==> src/hw/slc_pkg.sv <==
/*
 Constants, register map and types of the synthesizer loop configuration and lock detect block.
 Assumes a 20 MHz system clock and phase detector offsets measured in half-nanosecond units.
*/
package slc_pkg;
   localparam int CLK_HZ = 20_000_000;
   // register byte offsets
   localparam logic [3:0] REG_CONFIG = 4'h0;
   localparam logic [3:0] REG_FRAC_NUM = 4'h4;
   localparam logic [3:0] REG_FRAC_DEN = 4'h8;
   localparam logic [3:0] REG_STATUS = 4'hC;
   // config field positions
   localparam int CF_POLARITY = 0;
   localparam int CF_DOUBLER = 1;
   localparam int CF_WIDE = 2;
   localparam int CF_ORDER = 3;
   localparam int CF_DITHER = 6;
   localparam int CF_FLOAT = 8;
   localparam int CF_WINDOW = 9;
   localparam int CF_PINFN = 12;
   // config reset value: wide fraction on, window code 0, dither off
   localparam logic [15:0] CONFIG_RESET = 16'h00C4;
   localparam int FRAC_W = 22;
   localparam int NARROW_W = 10;
   localparam logic [2:0] ORDER_INT = 3'h0;
   localparam logic [2:0] ORDER_FIRST = 3'h1;
   localparam logic [2:0] ORDER_MAX = 3'h4;
   localparam logic [1:0] DITHER_OFF = 2'h3;
   localparam logic [3:0] PIN_LOCK = 4'h3;
   localparam logic [3:0] PIN_LOCK_INV = 4'h4;
   localparam logic [3:0] PIN_HIGH = 4'h1;
   localparam logic [3:0] PIN_LOW = 4'h2;
   localparam logic [2:0] LOCK_COUNT = 3'h5;
   localparam logic [2:0] WINDOW_MAX_CODE = 3'h5;
   // window base 3.5 ns and 2 ns step, in half-ns units
   localparam logic [7:0] WINDOW_BASE_HNS = 8'h07;
   localparam logic [7:0] WINDOW_STEP_HNS = 8'h04;
   // reference watchdog: no reference edge for this long means the reference stopped
   localparam int REF_TIMEOUT_NS = 2000;
   localparam int REF_TIMEOUT_CYC = (REF_TIMEOUT_NS * (CLK_HZ / 1_000_000) + 999) / 1000;
   localparam logic [7:0] REF_TIMEOUT = 8'(REF_TIMEOUT_CYC);
   typedef enum logic {SLC_UNLOCKED, SLC_LOCKED} slc_lock_t;

   // window size in half-ns for a code; reserved codes take the largest window
   function automatic logic [7:0] window_hns(input logic [2:0] code);
      logic [2:0] c;
      c = (code > WINDOW_MAX_CODE) ? WINDOW_MAX_CODE : code;
      window_hns = WINDOW_BASE_HNS + 8'(WINDOW_STEP_HNS * c);
   endfunction : window_hns
endpackage : slc_pkg

==> src/hw/slc_lock_if.sv <==
/*
 Carrier between the configuration top and the lock detector.
 Assumes both ends run on the same system clock.
*/
`timescale 1ns/100ps
`default_nettype none
interface slc_lock_if;
   logic pd_cycle; // one comparison cycle finished
   logic [7:0] pd_offset; // R to N offset, half-ns
   logic [7:0] window; // selected window, half-ns
   logic ref_alive; // reference still toggling
   logic locked; // lock state
   logic [2:0] count; // consecutive in-window cycles
   modport det (input pd_cycle, pd_offset, window, ref_alive, output locked, count);
   modport ctl (output pd_cycle, pd_offset, window, ref_alive, input locked, count);
endinterface : slc_lock_if
`default_nettype wire

==> src/hw/slc_lock_detect.sv <==
/*
 Digital lock detector: counts consecutive in-window comparison cycles and holds lock.
 Assumes comparison strobes and offsets are on the system clock.
*/
`timescale 1ns/100ps
`default_nettype none
module slc_lock_detect (
   input wire logic sys_clk_in, // system clock
   input wire logic nrst_in, // async reset, active low
   slc_lock_if.det lk // carrier
);
   slc_pkg::slc_lock_t state;
   slc_pkg::slc_lock_t next_state;
   logic [2:0] cnt;
   logic [2:0] next_cnt;

   // next lock state and run count
   always_comb begin
      next_state = state;
      next_cnt = cnt;
      if (!lk.ref_alive) begin
         next_state = slc_pkg::SLC_UNLOCKED;
         next_cnt = 3'h0;
      end else if (lk.pd_cycle) begin
         if (lk.pd_offset < lk.window) begin
            if (cnt != slc_pkg::LOCK_COUNT) begin
               next_cnt = cnt + 3'h1;
            end
            if (cnt + 3'h1 >= slc_pkg::LOCK_COUNT) begin
               next_state = slc_pkg::SLC_LOCKED;
            end
         end else begin
            next_cnt = 3'h0;
            if (lk.pd_offset > lk.window) begin
               next_state = slc_pkg::SLC_UNLOCKED;
            end
         end
      end
   end

   // state registers
   always_ff @(posedge sys_clk_in or negedge nrst_in) begin
      if (!nrst_in) begin
         state <= slc_pkg::SLC_UNLOCKED;
         cnt <= 3'h0;
      end else begin
         state <= next_state;
         cnt <= next_cnt;
      end
   end

   assign lk.locked = (state == slc_pkg::SLC_LOCKED);
   assign lk.count = cnt;
endmodule : slc_lock_detect
`default_nettype wire

==> src/hw/slc_top.sv <==
/*
 Synthesizer loop configuration registers on an Avalon-MM slave, decoded loop controls,
 lock detector and lock indicator pin driver.
 Assumes a 20 MHz clock, a time-to-digital front end delivering comparison strobes and
 offsets on this clock, and a reference input pin from outside this clock domain.
*/
// Our own choices: the register offsets and the Avalon-MM register port.
`timescale 1ns/100ps
`default_nettype none
module slc_top (
   input wire logic sys_clk_in, // system clock, 20 MHz
   input wire logic nrst_in, // async reset, active low
   input wire logic [3:0] avs_address_in, // byte address
   input wire logic avs_read_in, // read request
   input wire logic avs_write_in, // write request
   input wire logic [31:0] avs_writedata_in, // write data
   input wire logic [3:0] avs_byteenable_in, // byte enables
   output logic [31:0] avs_readdata_out, // read data
   output logic avs_waitrequest_out, // wait request
   input wire logic reference_input_in, // reference pin, asynchronous
   input wire logic pd_cycle_in, // comparison cycle done pulse
   input wire logic [7:0] pd_offset_in, // R to N offset, half-ns
   output logic phase_polarity_out, // 1 positive, 0 negative
   output logic ref_doubler_out, // reference doubler on
   output logic r_div_bypass_out, // R divider bypassed
   output logic [21:0] frac_num_out, // effective numerator
   output logic [21:0] frac_den_out, // effective denominator
   output logic mod_enable_out, // delta-sigma modulator running
   output logic [2:0] mod_order_out, // effective order, 0 in integer mode
   output logic analog_comp_out, // analog compensation on
   output logic [1:0] dither_level_out, // effective dither strength
   output logic n_range_wide_out, // larger N counter range allowed
   output logic pump_float_out, // charge pump high impedance
   output logic lock_indicator_pin_out, // lock indicator pin level
   output logic lock_indicator_pin_oe_out // lock indicator pin enable
);
   logic [15:0] cfg;
   logic [15:0] next_cfg;
   logic [21:0] num;
   logic [21:0] next_num;
   logic [21:0] den;
   logic [21:0] next_den;
   logic [31:0] rdata;
   logic [31:0] next_rdata;
   logic wait_q;
   logic next_wait;
   logic [2:0] ref_sync;
   logic [7:0] ref_timer;
   logic [7:0] next_ref_timer;
   logic ref_alive;
   logic next_ref_alive;
   logic pol_q, dbl_q, byp_q, mod_en_q, comp_q, nwide_q, float_q, pin_q, pin_oe_q;
   logic next_pol, next_dbl, next_byp, next_mod_en, next_comp, next_nwide, next_float;
   logic next_pin, next_pin_oe;
   logic [21:0] num_q, den_q, next_num_o, next_den_o;
   logic [2:0] order_q, next_order_o;
   logic [1:0] dither_strength_q, next_dither_strength_o;
   logic [2:0] order_f;
   logic [1:0] dither_strength_f;
   logic [3:0] pinfn_f;
   logic order_bad;
   logic commit;
   logic [31:0] wr_word;

   slc_lock_if lk ();

   // byte-lane merge for register writes
   function automatic logic [31:0] merge(input logic [31:0] old, input logic [31:0] wd,
                                        input logic [3:0] be);
      logic [31:0] r;
      r = old;
      for (int i = 0; i < 4; i++) begin
         if (be[i]) begin
            r[i*8 +: 8] = wd[i*8 +: 8];
         end
      end
      merge = r;
   endfunction : merge

   assign order_f = cfg[slc_pkg::CF_ORDER +: 3];
   assign dither_strength_f = cfg[slc_pkg::CF_DITHER +: 2];
   assign pinfn_f = cfg[slc_pkg::CF_PINFN +: 4];
   assign order_bad = order_f > slc_pkg::ORDER_MAX;
   // a write takes effect at the edge where waitrequest is seen low
   assign commit = avs_write_in && !wait_q;

   // register file and bus answer
   always_comb begin
      next_cfg = cfg;
      next_num = num;
      next_den = den;
      next_rdata = rdata;
      next_wait = 1'b1;
      wr_word = 32'h0000_0000;
      if ((avs_read_in || avs_write_in) && wait_q) begin
         next_wait = 1'b0;
         next_rdata = 32'h0000_0000;
         if (avs_read_in) begin
            unique case (avs_address_in)
               slc_pkg::REG_CONFIG: next_rdata = {16'h0000, cfg};
               slc_pkg::REG_FRAC_NUM: next_rdata = {10'h000, num};
               slc_pkg::REG_FRAC_DEN: next_rdata = {10'h000, den};
               slc_pkg::REG_STATUS: next_rdata = {25'h000_0000, lk.count, 1'b0,
                                                 order_bad, ref_alive, lk.locked};
               default: next_rdata = 32'h0000_0000;
            endcase
         end
      end
      if (commit) begin
         unique case (avs_address_in)
            slc_pkg::REG_CONFIG: begin
               wr_word = merge({16'h0000, cfg}, avs_writedata_in, avs_byteenable_in);
               next_cfg = wr_word[15:0];
            end
            slc_pkg::REG_FRAC_NUM: begin
               wr_word = merge({10'h000, num}, avs_writedata_in, avs_byteenable_in);
               next_num = wr_word[21:0];
            end
            slc_pkg::REG_FRAC_DEN: begin
               wr_word = merge({10'h000, den}, avs_writedata_in, avs_byteenable_in);
               next_den = wr_word[21:0];
            end
            default: next_cfg = cfg;
         endcase
      end
   end

   // register file flops
   always_ff @(posedge sys_clk_in or negedge nrst_in) begin
      if (!nrst_in) begin
         cfg <= slc_pkg::CONFIG_RESET;
         num <= 22'h00_0000;
         den <= 22'h00_0000;
         rdata <= 32'h0000_0000;
         wait_q <= 1'b1;
      end else begin
         cfg <= next_cfg;
         num <= next_num;
         den <= next_den;
         rdata <= next_rdata;
         wait_q <= next_wait;
      end
   end

   // reference watchdog: a stopped reference drops the alive flag
   always_comb begin
      next_ref_timer = ref_timer;
      next_ref_alive = ref_alive;
      if (ref_sync[2] != ref_sync[1]) begin
         next_ref_timer = 8'h00;
         next_ref_alive = 1'b1;
      end else if (ref_timer >= slc_pkg::REF_TIMEOUT - 8'h01) begin
         next_ref_alive = 1'b0;
      end else begin
         next_ref_timer = ref_timer + 8'h01;
      end
   end

   // reference synchroniser and watchdog flops
   always_ff @(posedge sys_clk_in or negedge nrst_in) begin
      if (!nrst_in) begin
         ref_sync <= 3'h0;
         ref_timer <= 8'h00;
         ref_alive <= 1'b0;
      end else begin
         ref_sync <= {ref_sync[1:0], reference_input_in};
         ref_timer <= next_ref_timer;
         ref_alive <= next_ref_alive;
      end
   end

   // lock detector hookup
   assign lk.pd_cycle = pd_cycle_in;
   assign lk.pd_offset = pd_offset_in;
   assign lk.window = slc_pkg::window_hns(cfg[slc_pkg::CF_WINDOW +: 3]);
   assign lk.ref_alive = ref_alive;

   slc_lock_detect u_lock (
      .sys_clk_in(sys_clk_in),
      .nrst_in(nrst_in),
      .lk(lk)
   );

   // decoded loop controls
   always_comb begin
      next_pol = cfg[slc_pkg::CF_POLARITY];
      next_dbl = cfg[slc_pkg::CF_DOUBLER];
      next_byp = cfg[slc_pkg::CF_DOUBLER];
      next_float = cfg[slc_pkg::CF_FLOAT];
      if (cfg[slc_pkg::CF_WIDE]) begin
         next_num_o = num;
         next_den_o = den;
      end else begin
         next_num_o = {12'h000, num[slc_pkg::NARROW_W-1:0]};
         next_den_o = {12'h000, den[slc_pkg::NARROW_W-1:0]};
      end
      next_mod_en = !order_bad && order_f != slc_pkg::ORDER_INT;
      next_order_o = next_mod_en ? order_f : slc_pkg::ORDER_INT;
      next_comp = next_mod_en && order_f != slc_pkg::ORDER_FIRST;
      next_dither_strength_o = next_comp ? dither_strength_f : slc_pkg::DITHER_OFF;
      next_nwide = order_f == slc_pkg::ORDER_INT;
      next_pin = 1'b0;
      next_pin_oe = 1'b0;
      if (pinfn_f == slc_pkg::PIN_LOCK) begin
         next_pin = lk.locked;
         next_pin_oe = 1'b1;
      end else if (pinfn_f == slc_pkg::PIN_LOCK_INV) begin
         next_pin = !lk.locked;
         next_pin_oe = 1'b1;
      end else if (pinfn_f == slc_pkg::PIN_HIGH) begin
         next_pin = 1'b1;
         next_pin_oe = 1'b1;
      end else if (pinfn_f == slc_pkg::PIN_LOW) begin
         next_pin_oe = 1'b1;
      end
   end

   // output flops
   always_ff @(posedge sys_clk_in or negedge nrst_in) begin
      if (!nrst_in) begin
         pol_q <= 1'b0;
         dbl_q <= 1'b0;
         byp_q <= 1'b0;
         float_q <= 1'b0;
         num_q <= 22'h00_0000;
         den_q <= 22'h00_0000;
         mod_en_q <= 1'b0;
         order_q <= 3'h0;
         comp_q <= 1'b0;
         dither_strength_q <= slc_pkg::DITHER_OFF;
         nwide_q <= 1'b1;
         pin_q <= 1'b0;
         pin_oe_q <= 1'b0;
      end else begin
         pol_q <= next_pol;
         dbl_q <= next_dbl;
         byp_q <= next_byp;
         float_q <= next_float;
         num_q <= next_num_o;
         den_q <= next_den_o;
         mod_en_q <= next_mod_en;
         order_q <= next_order_o;
         comp_q <= next_comp;
         dither_strength_q <= next_dither_strength_o;
         nwide_q <= next_nwide;
         pin_q <= next_pin;
         pin_oe_q <= next_pin_oe;
      end
   end

   assign avs_readdata_out = rdata;
   assign avs_waitrequest_out = wait_q;
   assign phase_polarity_out = pol_q;
   assign ref_doubler_out = dbl_q;
   assign r_div_bypass_out = byp_q;
   assign pump_float_out = float_q;
   assign frac_num_out = num_q;
   assign frac_den_out = den_q;
   assign mod_enable_out = mod_en_q;
   assign mod_order_out = order_q;
   assign analog_comp_out = comp_q;
   assign dither_level_out = dither_strength_q;
   assign n_range_wide_out = nwide_q;
   assign lock_indicator_pin_out = pin_q;
   assign lock_indicator_pin_oe_out = pin_oe_q;
endmodule : slc_top
`default_nettype wire

==> config.mk <==
export PLATFORM = sky130hd
export DESIGN_NAME = slc_top
export DESIGN_NICKNAME = d
export VERILOG_FILES = /design/src/hw/slc_pkg.sv /design/src/hw/slc_lock_if.sv /design/src/hw/slc_lock_detect.sv /design/src/hw/slc_top.sv
export SDC_FILE = /design/constraint.sdc
export NUM_CORES = 1
export LEC_CHECK = 0
export ABC_AREA = 0
export BUFFER_PORTS_ARGS = -buffer_cell sky130_fd_sc_hd__buf_2
export CORE_ASPECT_RATIO = 1.5
export CORE_MARGIN = 4
export CORE_UTILIZATION = 55
export DETAILED_ROUTE_END_ITERATION = 12
export PLACE_DENSITY = 0.81
export SLEW_MARGIN = 20
export SYNTH_ARGS = -nofsm -noshare
export SYNTH_HDL_FRONTEND = slang
export SYNTH_SLANG_ARGS = --single-unit
==> constraint.sdc <==
create_clock -name sys_clk_in -period 5.1 [get_ports sys_clk_in]
set_input_delay 1.02 -clock sys_clk_in [delete_from_list [all_inputs] [get_ports sys_clk_in]]
set_output_delay 1.02 -clock sys_clk_in [all_outputs]
set_load 0.01 [all_outputs]
==> results.txt <==
----------------------------------------------------
[Clock tree]
  Cts hold-fix bufs ... 0
  Number of H-tree levels ... 4
  Count of buffers added by post-CTS timing repair for setup ... 0
  TritonCTS clock tree ... yes
  Sink count of the clock tree ... 156
  CTS Buffer Depth ... 2
  Clk Latency, worst-skew pair ... 0.41 ns
  TritonCTS buffer count ... 17
  Reg clk slew, reported paths ... 0.06 ns
  Number of gates resized after cts ... 0
  Clock Root Buffer ... sky130_fd_sc_hd__clkbuf_16

[Layout]
  Fraction of final layout cells with drive strength greater than 1 ... 31.84%
  Total number of nets in the final design ... around 660
  Syn-to-layout area delta ... 20.84%
  Utilization after layout ... 67.95%
  Fill cell instance count of the final layout ... just over 800
  Diode count ... 0

[Detailed routing]
  Detailed-route via count ... between 3k and 4k
  DRT Wirelength ... 13310 um
  Initial DRT Pass Iterations ... 6
  Number of DRC markers after the initial detailed-route iteration ... 136
  Post-DR vias/cell ... 5.311
  Antenna viol nets, final ... 0
  DR DRC count ... 0
  DR WL/cell ... 17.74 um

[Yosys]
  Share of cell area taken by muxes after synthesis ... 10.72%
  Most numerous cell types in the synthesized netlist ... sky130_fd_sc_hd__dfrtp_1, sky130_fd_sc_hd__mux2_1, sky130_fd_sc_hd__nand2_1
  Post-synth top flop ... sky130_fd_sc_hd__dfrtp_1
  Adder and majority cell fraction of the synthesized area ... approximately 2.4%
  Number of enable-type register cells in the synthesized netlist ... 0
  Average cell area after synthesis ... 13.36 um^2
  Proportion of synthesized chip area in sequential cells ... 63.27%
  Xor/xnor share of the synthesized area ... 0.8499%
  Yosys top cell area share ... about three fifths
  Largest area contributor in the netlist ... sky130_fd_sc_hd__dfrtp_1
  Simple-Gate Fraction of Synth Area ... 9.854%
  Complex-gate fraction of the synthesized area ... 9.531%
  Most frequent cell after synthesis ... sky130_fd_sc_hd__dfrtp_1
  Yosys warns ... 0
  Unique cell type count in the Yosys netlist ... 50
  Share of flip-flops with an asynchronous set or reset ... 100.0%
  Largest family of logic cells by synthesized area ... multiplexers
  Seq cells post-synth ... 156
  Synth Cell Area ... approximately 6200 um^2
  Mapped Cells ... 463
  Main area contributors after synthesis ... sky130_fd_sc_hd__dfrtp_1, sky130_fd_sc_hd__mux2_1, sky130_fd_sc_hd__mux2_2

[Global routing]
  First-pass GRT wire length ... 21400 um
  Overall overflow remaining after global route ... 0
  Peak-usage layer in the global routing report ... met2
  Met1 routing resource usage after global routing ... 25.21%
  Pin count of the biggest net entering global routing ... roughly 120
  Via count of the first global-routing pass ... 4185
  Aggregate global-route resource usage ... between 20 and 25%
  Antenna violations before repair ... 0
  Global routing usage on met2 ... 38.39%
  Global routing met3 resource utilization ... just under 6%

[Timing]
  Setup repair after global routing missed its margin ... false
  Share of the cycle needed by the critical path after routing ... 55.05%
  Maximum clock rate ... 0.3562 GHz
  Min Clock Period, post-route ... 2.807 ns
  Number of endpoints failing setup at the final stage ... 0
  Transition at the pin with the smallest max-transition slack ... 1.080 ns
  Fin. max-slew vios ... 0
  Hold violation count in the final report ... 0
  Max_slew headroom ... 27.47%
  Final Skew ... about 0.007 ns
  Summed negative setup slack over all endpoints ... 0 ns

[Worst setup path]
  Worst EP arrival ... 3.10 ns
  Maximum fanout along the worst path ... 18
  Kind of capture point of the worst setup path ... register
  Data required time of the worst path ... 5.39 ns
  Kind of critical path ... in2reg
  Type of element launching the critical path ... input pin

[Power]
  Design Power ... 2989 uW
  Power density over cell area ... 400.1 nW/um^2
  Fraction of power consumed by sequential logic ... 49.0%
  Net load switching power ... 746.5 uW
  Combinational power share ... 10.7%
  Clock group share of total power ... 40.3%
  Switching part of the total power ... 24.97%
  Static power due to leakage ... 0.003871 uW
  Largest vdd supply drop ... 0.2549 mV
  Internal power contribution ... 2243 uW

[Floorplan]
  Effective utilization at floorplan ... 56.23%
  Total number of placement rows ... 47
  Area enclosed by the die boundary ... 13040 um^2
  Chip Width ... 94.58 um
  Number of primary I/O pins ... 145
  Die Ht ... around 140 um
  Area inside the core boundary ... 11000 um^2

[Min path]
  Hold Path Class ... reg2reg

[Place]
  Port Buf Inserts ... 123
  Routability congestion estimate from global placement ... between 0.7 and 0.8
  Detailed placement HPWL ... 9204 um

[Run]
  Number of maximum-capacitance constraint violations ... 0

[Outcome]
  Result of the run ... completed

----------------------------------------------------
-- placed cells by master, fill, tap and decap left out, drive strengths merged, types with 5 or more instances in the layout --
cell    netlist  final
nor2b         5      5
o21ai        25     25
clkbuf        6     23
mux2         58     58
ha           12     12
conb          2     11
a221oi        6      6
dfstp         7      7
buf          21    125
dfrtp       149    149
a21oi        13     13
nand2        29     29
and2         25     25
a22oi         6      6
inv          11     12
nor2         18     18
a22o         17     17
and3          5      5
-- layout make-up --
cell class              instances  area, um^2  area share [%]
well taps                     147       183.9           2.461
clock buffers                  22       444.2           5.944
repair buffers                126       646.9           8.657
flip-flops and latches        156        3913           52.36
multi-input cells             278        2126           28.45
inverters                      11       41.29          0.5526
clock inverters                10       117.6           1.574
-- per-stage QoR --
stage | cells | cell area [um^2] | setup WS [ns] | hold WS [ns]
floorplan | 472 | 6217 | 2.893 | 0.3312
global placement | 718 | 6900 | 1.867 | 0.3345
detailed placement | 718 | 6900 | 1.856 | 0.3355
CTS | 750 | 7462 | 2.292 | 0.3481
global route | 750 | 7472 | 2.137 | 0.3558
finish | 750 | 7472 | 2.293 | 0.3467
-- state kept, by name (all words and copies together), names as in the netlist, 2 cells and up --
name and count:
avs_readdata_out 22, cfg 16, den 22, dither_level_out 2, frac_den_out 22, frac_num_out 22, mod_order_out 3, num 22
ref_sync 3, ref_timer 8, u_lock.lk.count 3
-- critical path, stage by stage --
cell	delay (ns)
sky130_fd_sc_hd__buf_2	0.16
sky130_fd_sc_hd__nor4_4	0.95
sky130_fd_sc_hd__and3_1	0.58
sky130_fd_sc_hd__mux2_1	0.37
-- final timing paths --
kind                       slack [ns]          endpoint  depth (start not counted)         startpoint
min                              0.35       ref_sync[1]                          0        ref_sync[0]
min reg2reg                      0.35       ref_sync[1]                          0        ref_sync[0]
min in group asynchronous        0.74  frac_den_out[16]                          1            nrst_in
max                              2.29            cfg[0]                          4  avs_address_in[1]
max in group asynchronous        3.28            cfg[6]                          2            nrst_in
max reg2reg                      2.71  u_lock.lk.locked                          8            cfg[11]
-- power by group through the flow --
stage | sequential [uW] | combinational (uW) | clock (uW)
final | 1470 | 320 | 1200
after CTS | 1470 | 325 | 1220
after detailed placement | 1490 | 322 | 0
after global placement | 1480 | 308 | 0
after global routing | 1480 | 357 | 1280
after floorplan | 1490 | 153 | 0
-- metal layers --
layer	routed length [um]	vias to the layer above
li1	-	1860
met1	5142	1979
met2	7305	127
met3	666	17
met4	193	0
met5	0	-
-- cell families after synthesis --
group                    count (synthesis)
AO/OA/AOI/OAI                           84
adder cells (fa/ha/maj)                 12
AND/OR/NAND/NOR                        106
XOR/XNOR                                 6
multiplexers                            59
flip-flops                             156
buffers and inverters                   38
other                                    2
Note: power is estimated with default switching activity, not from simulation.
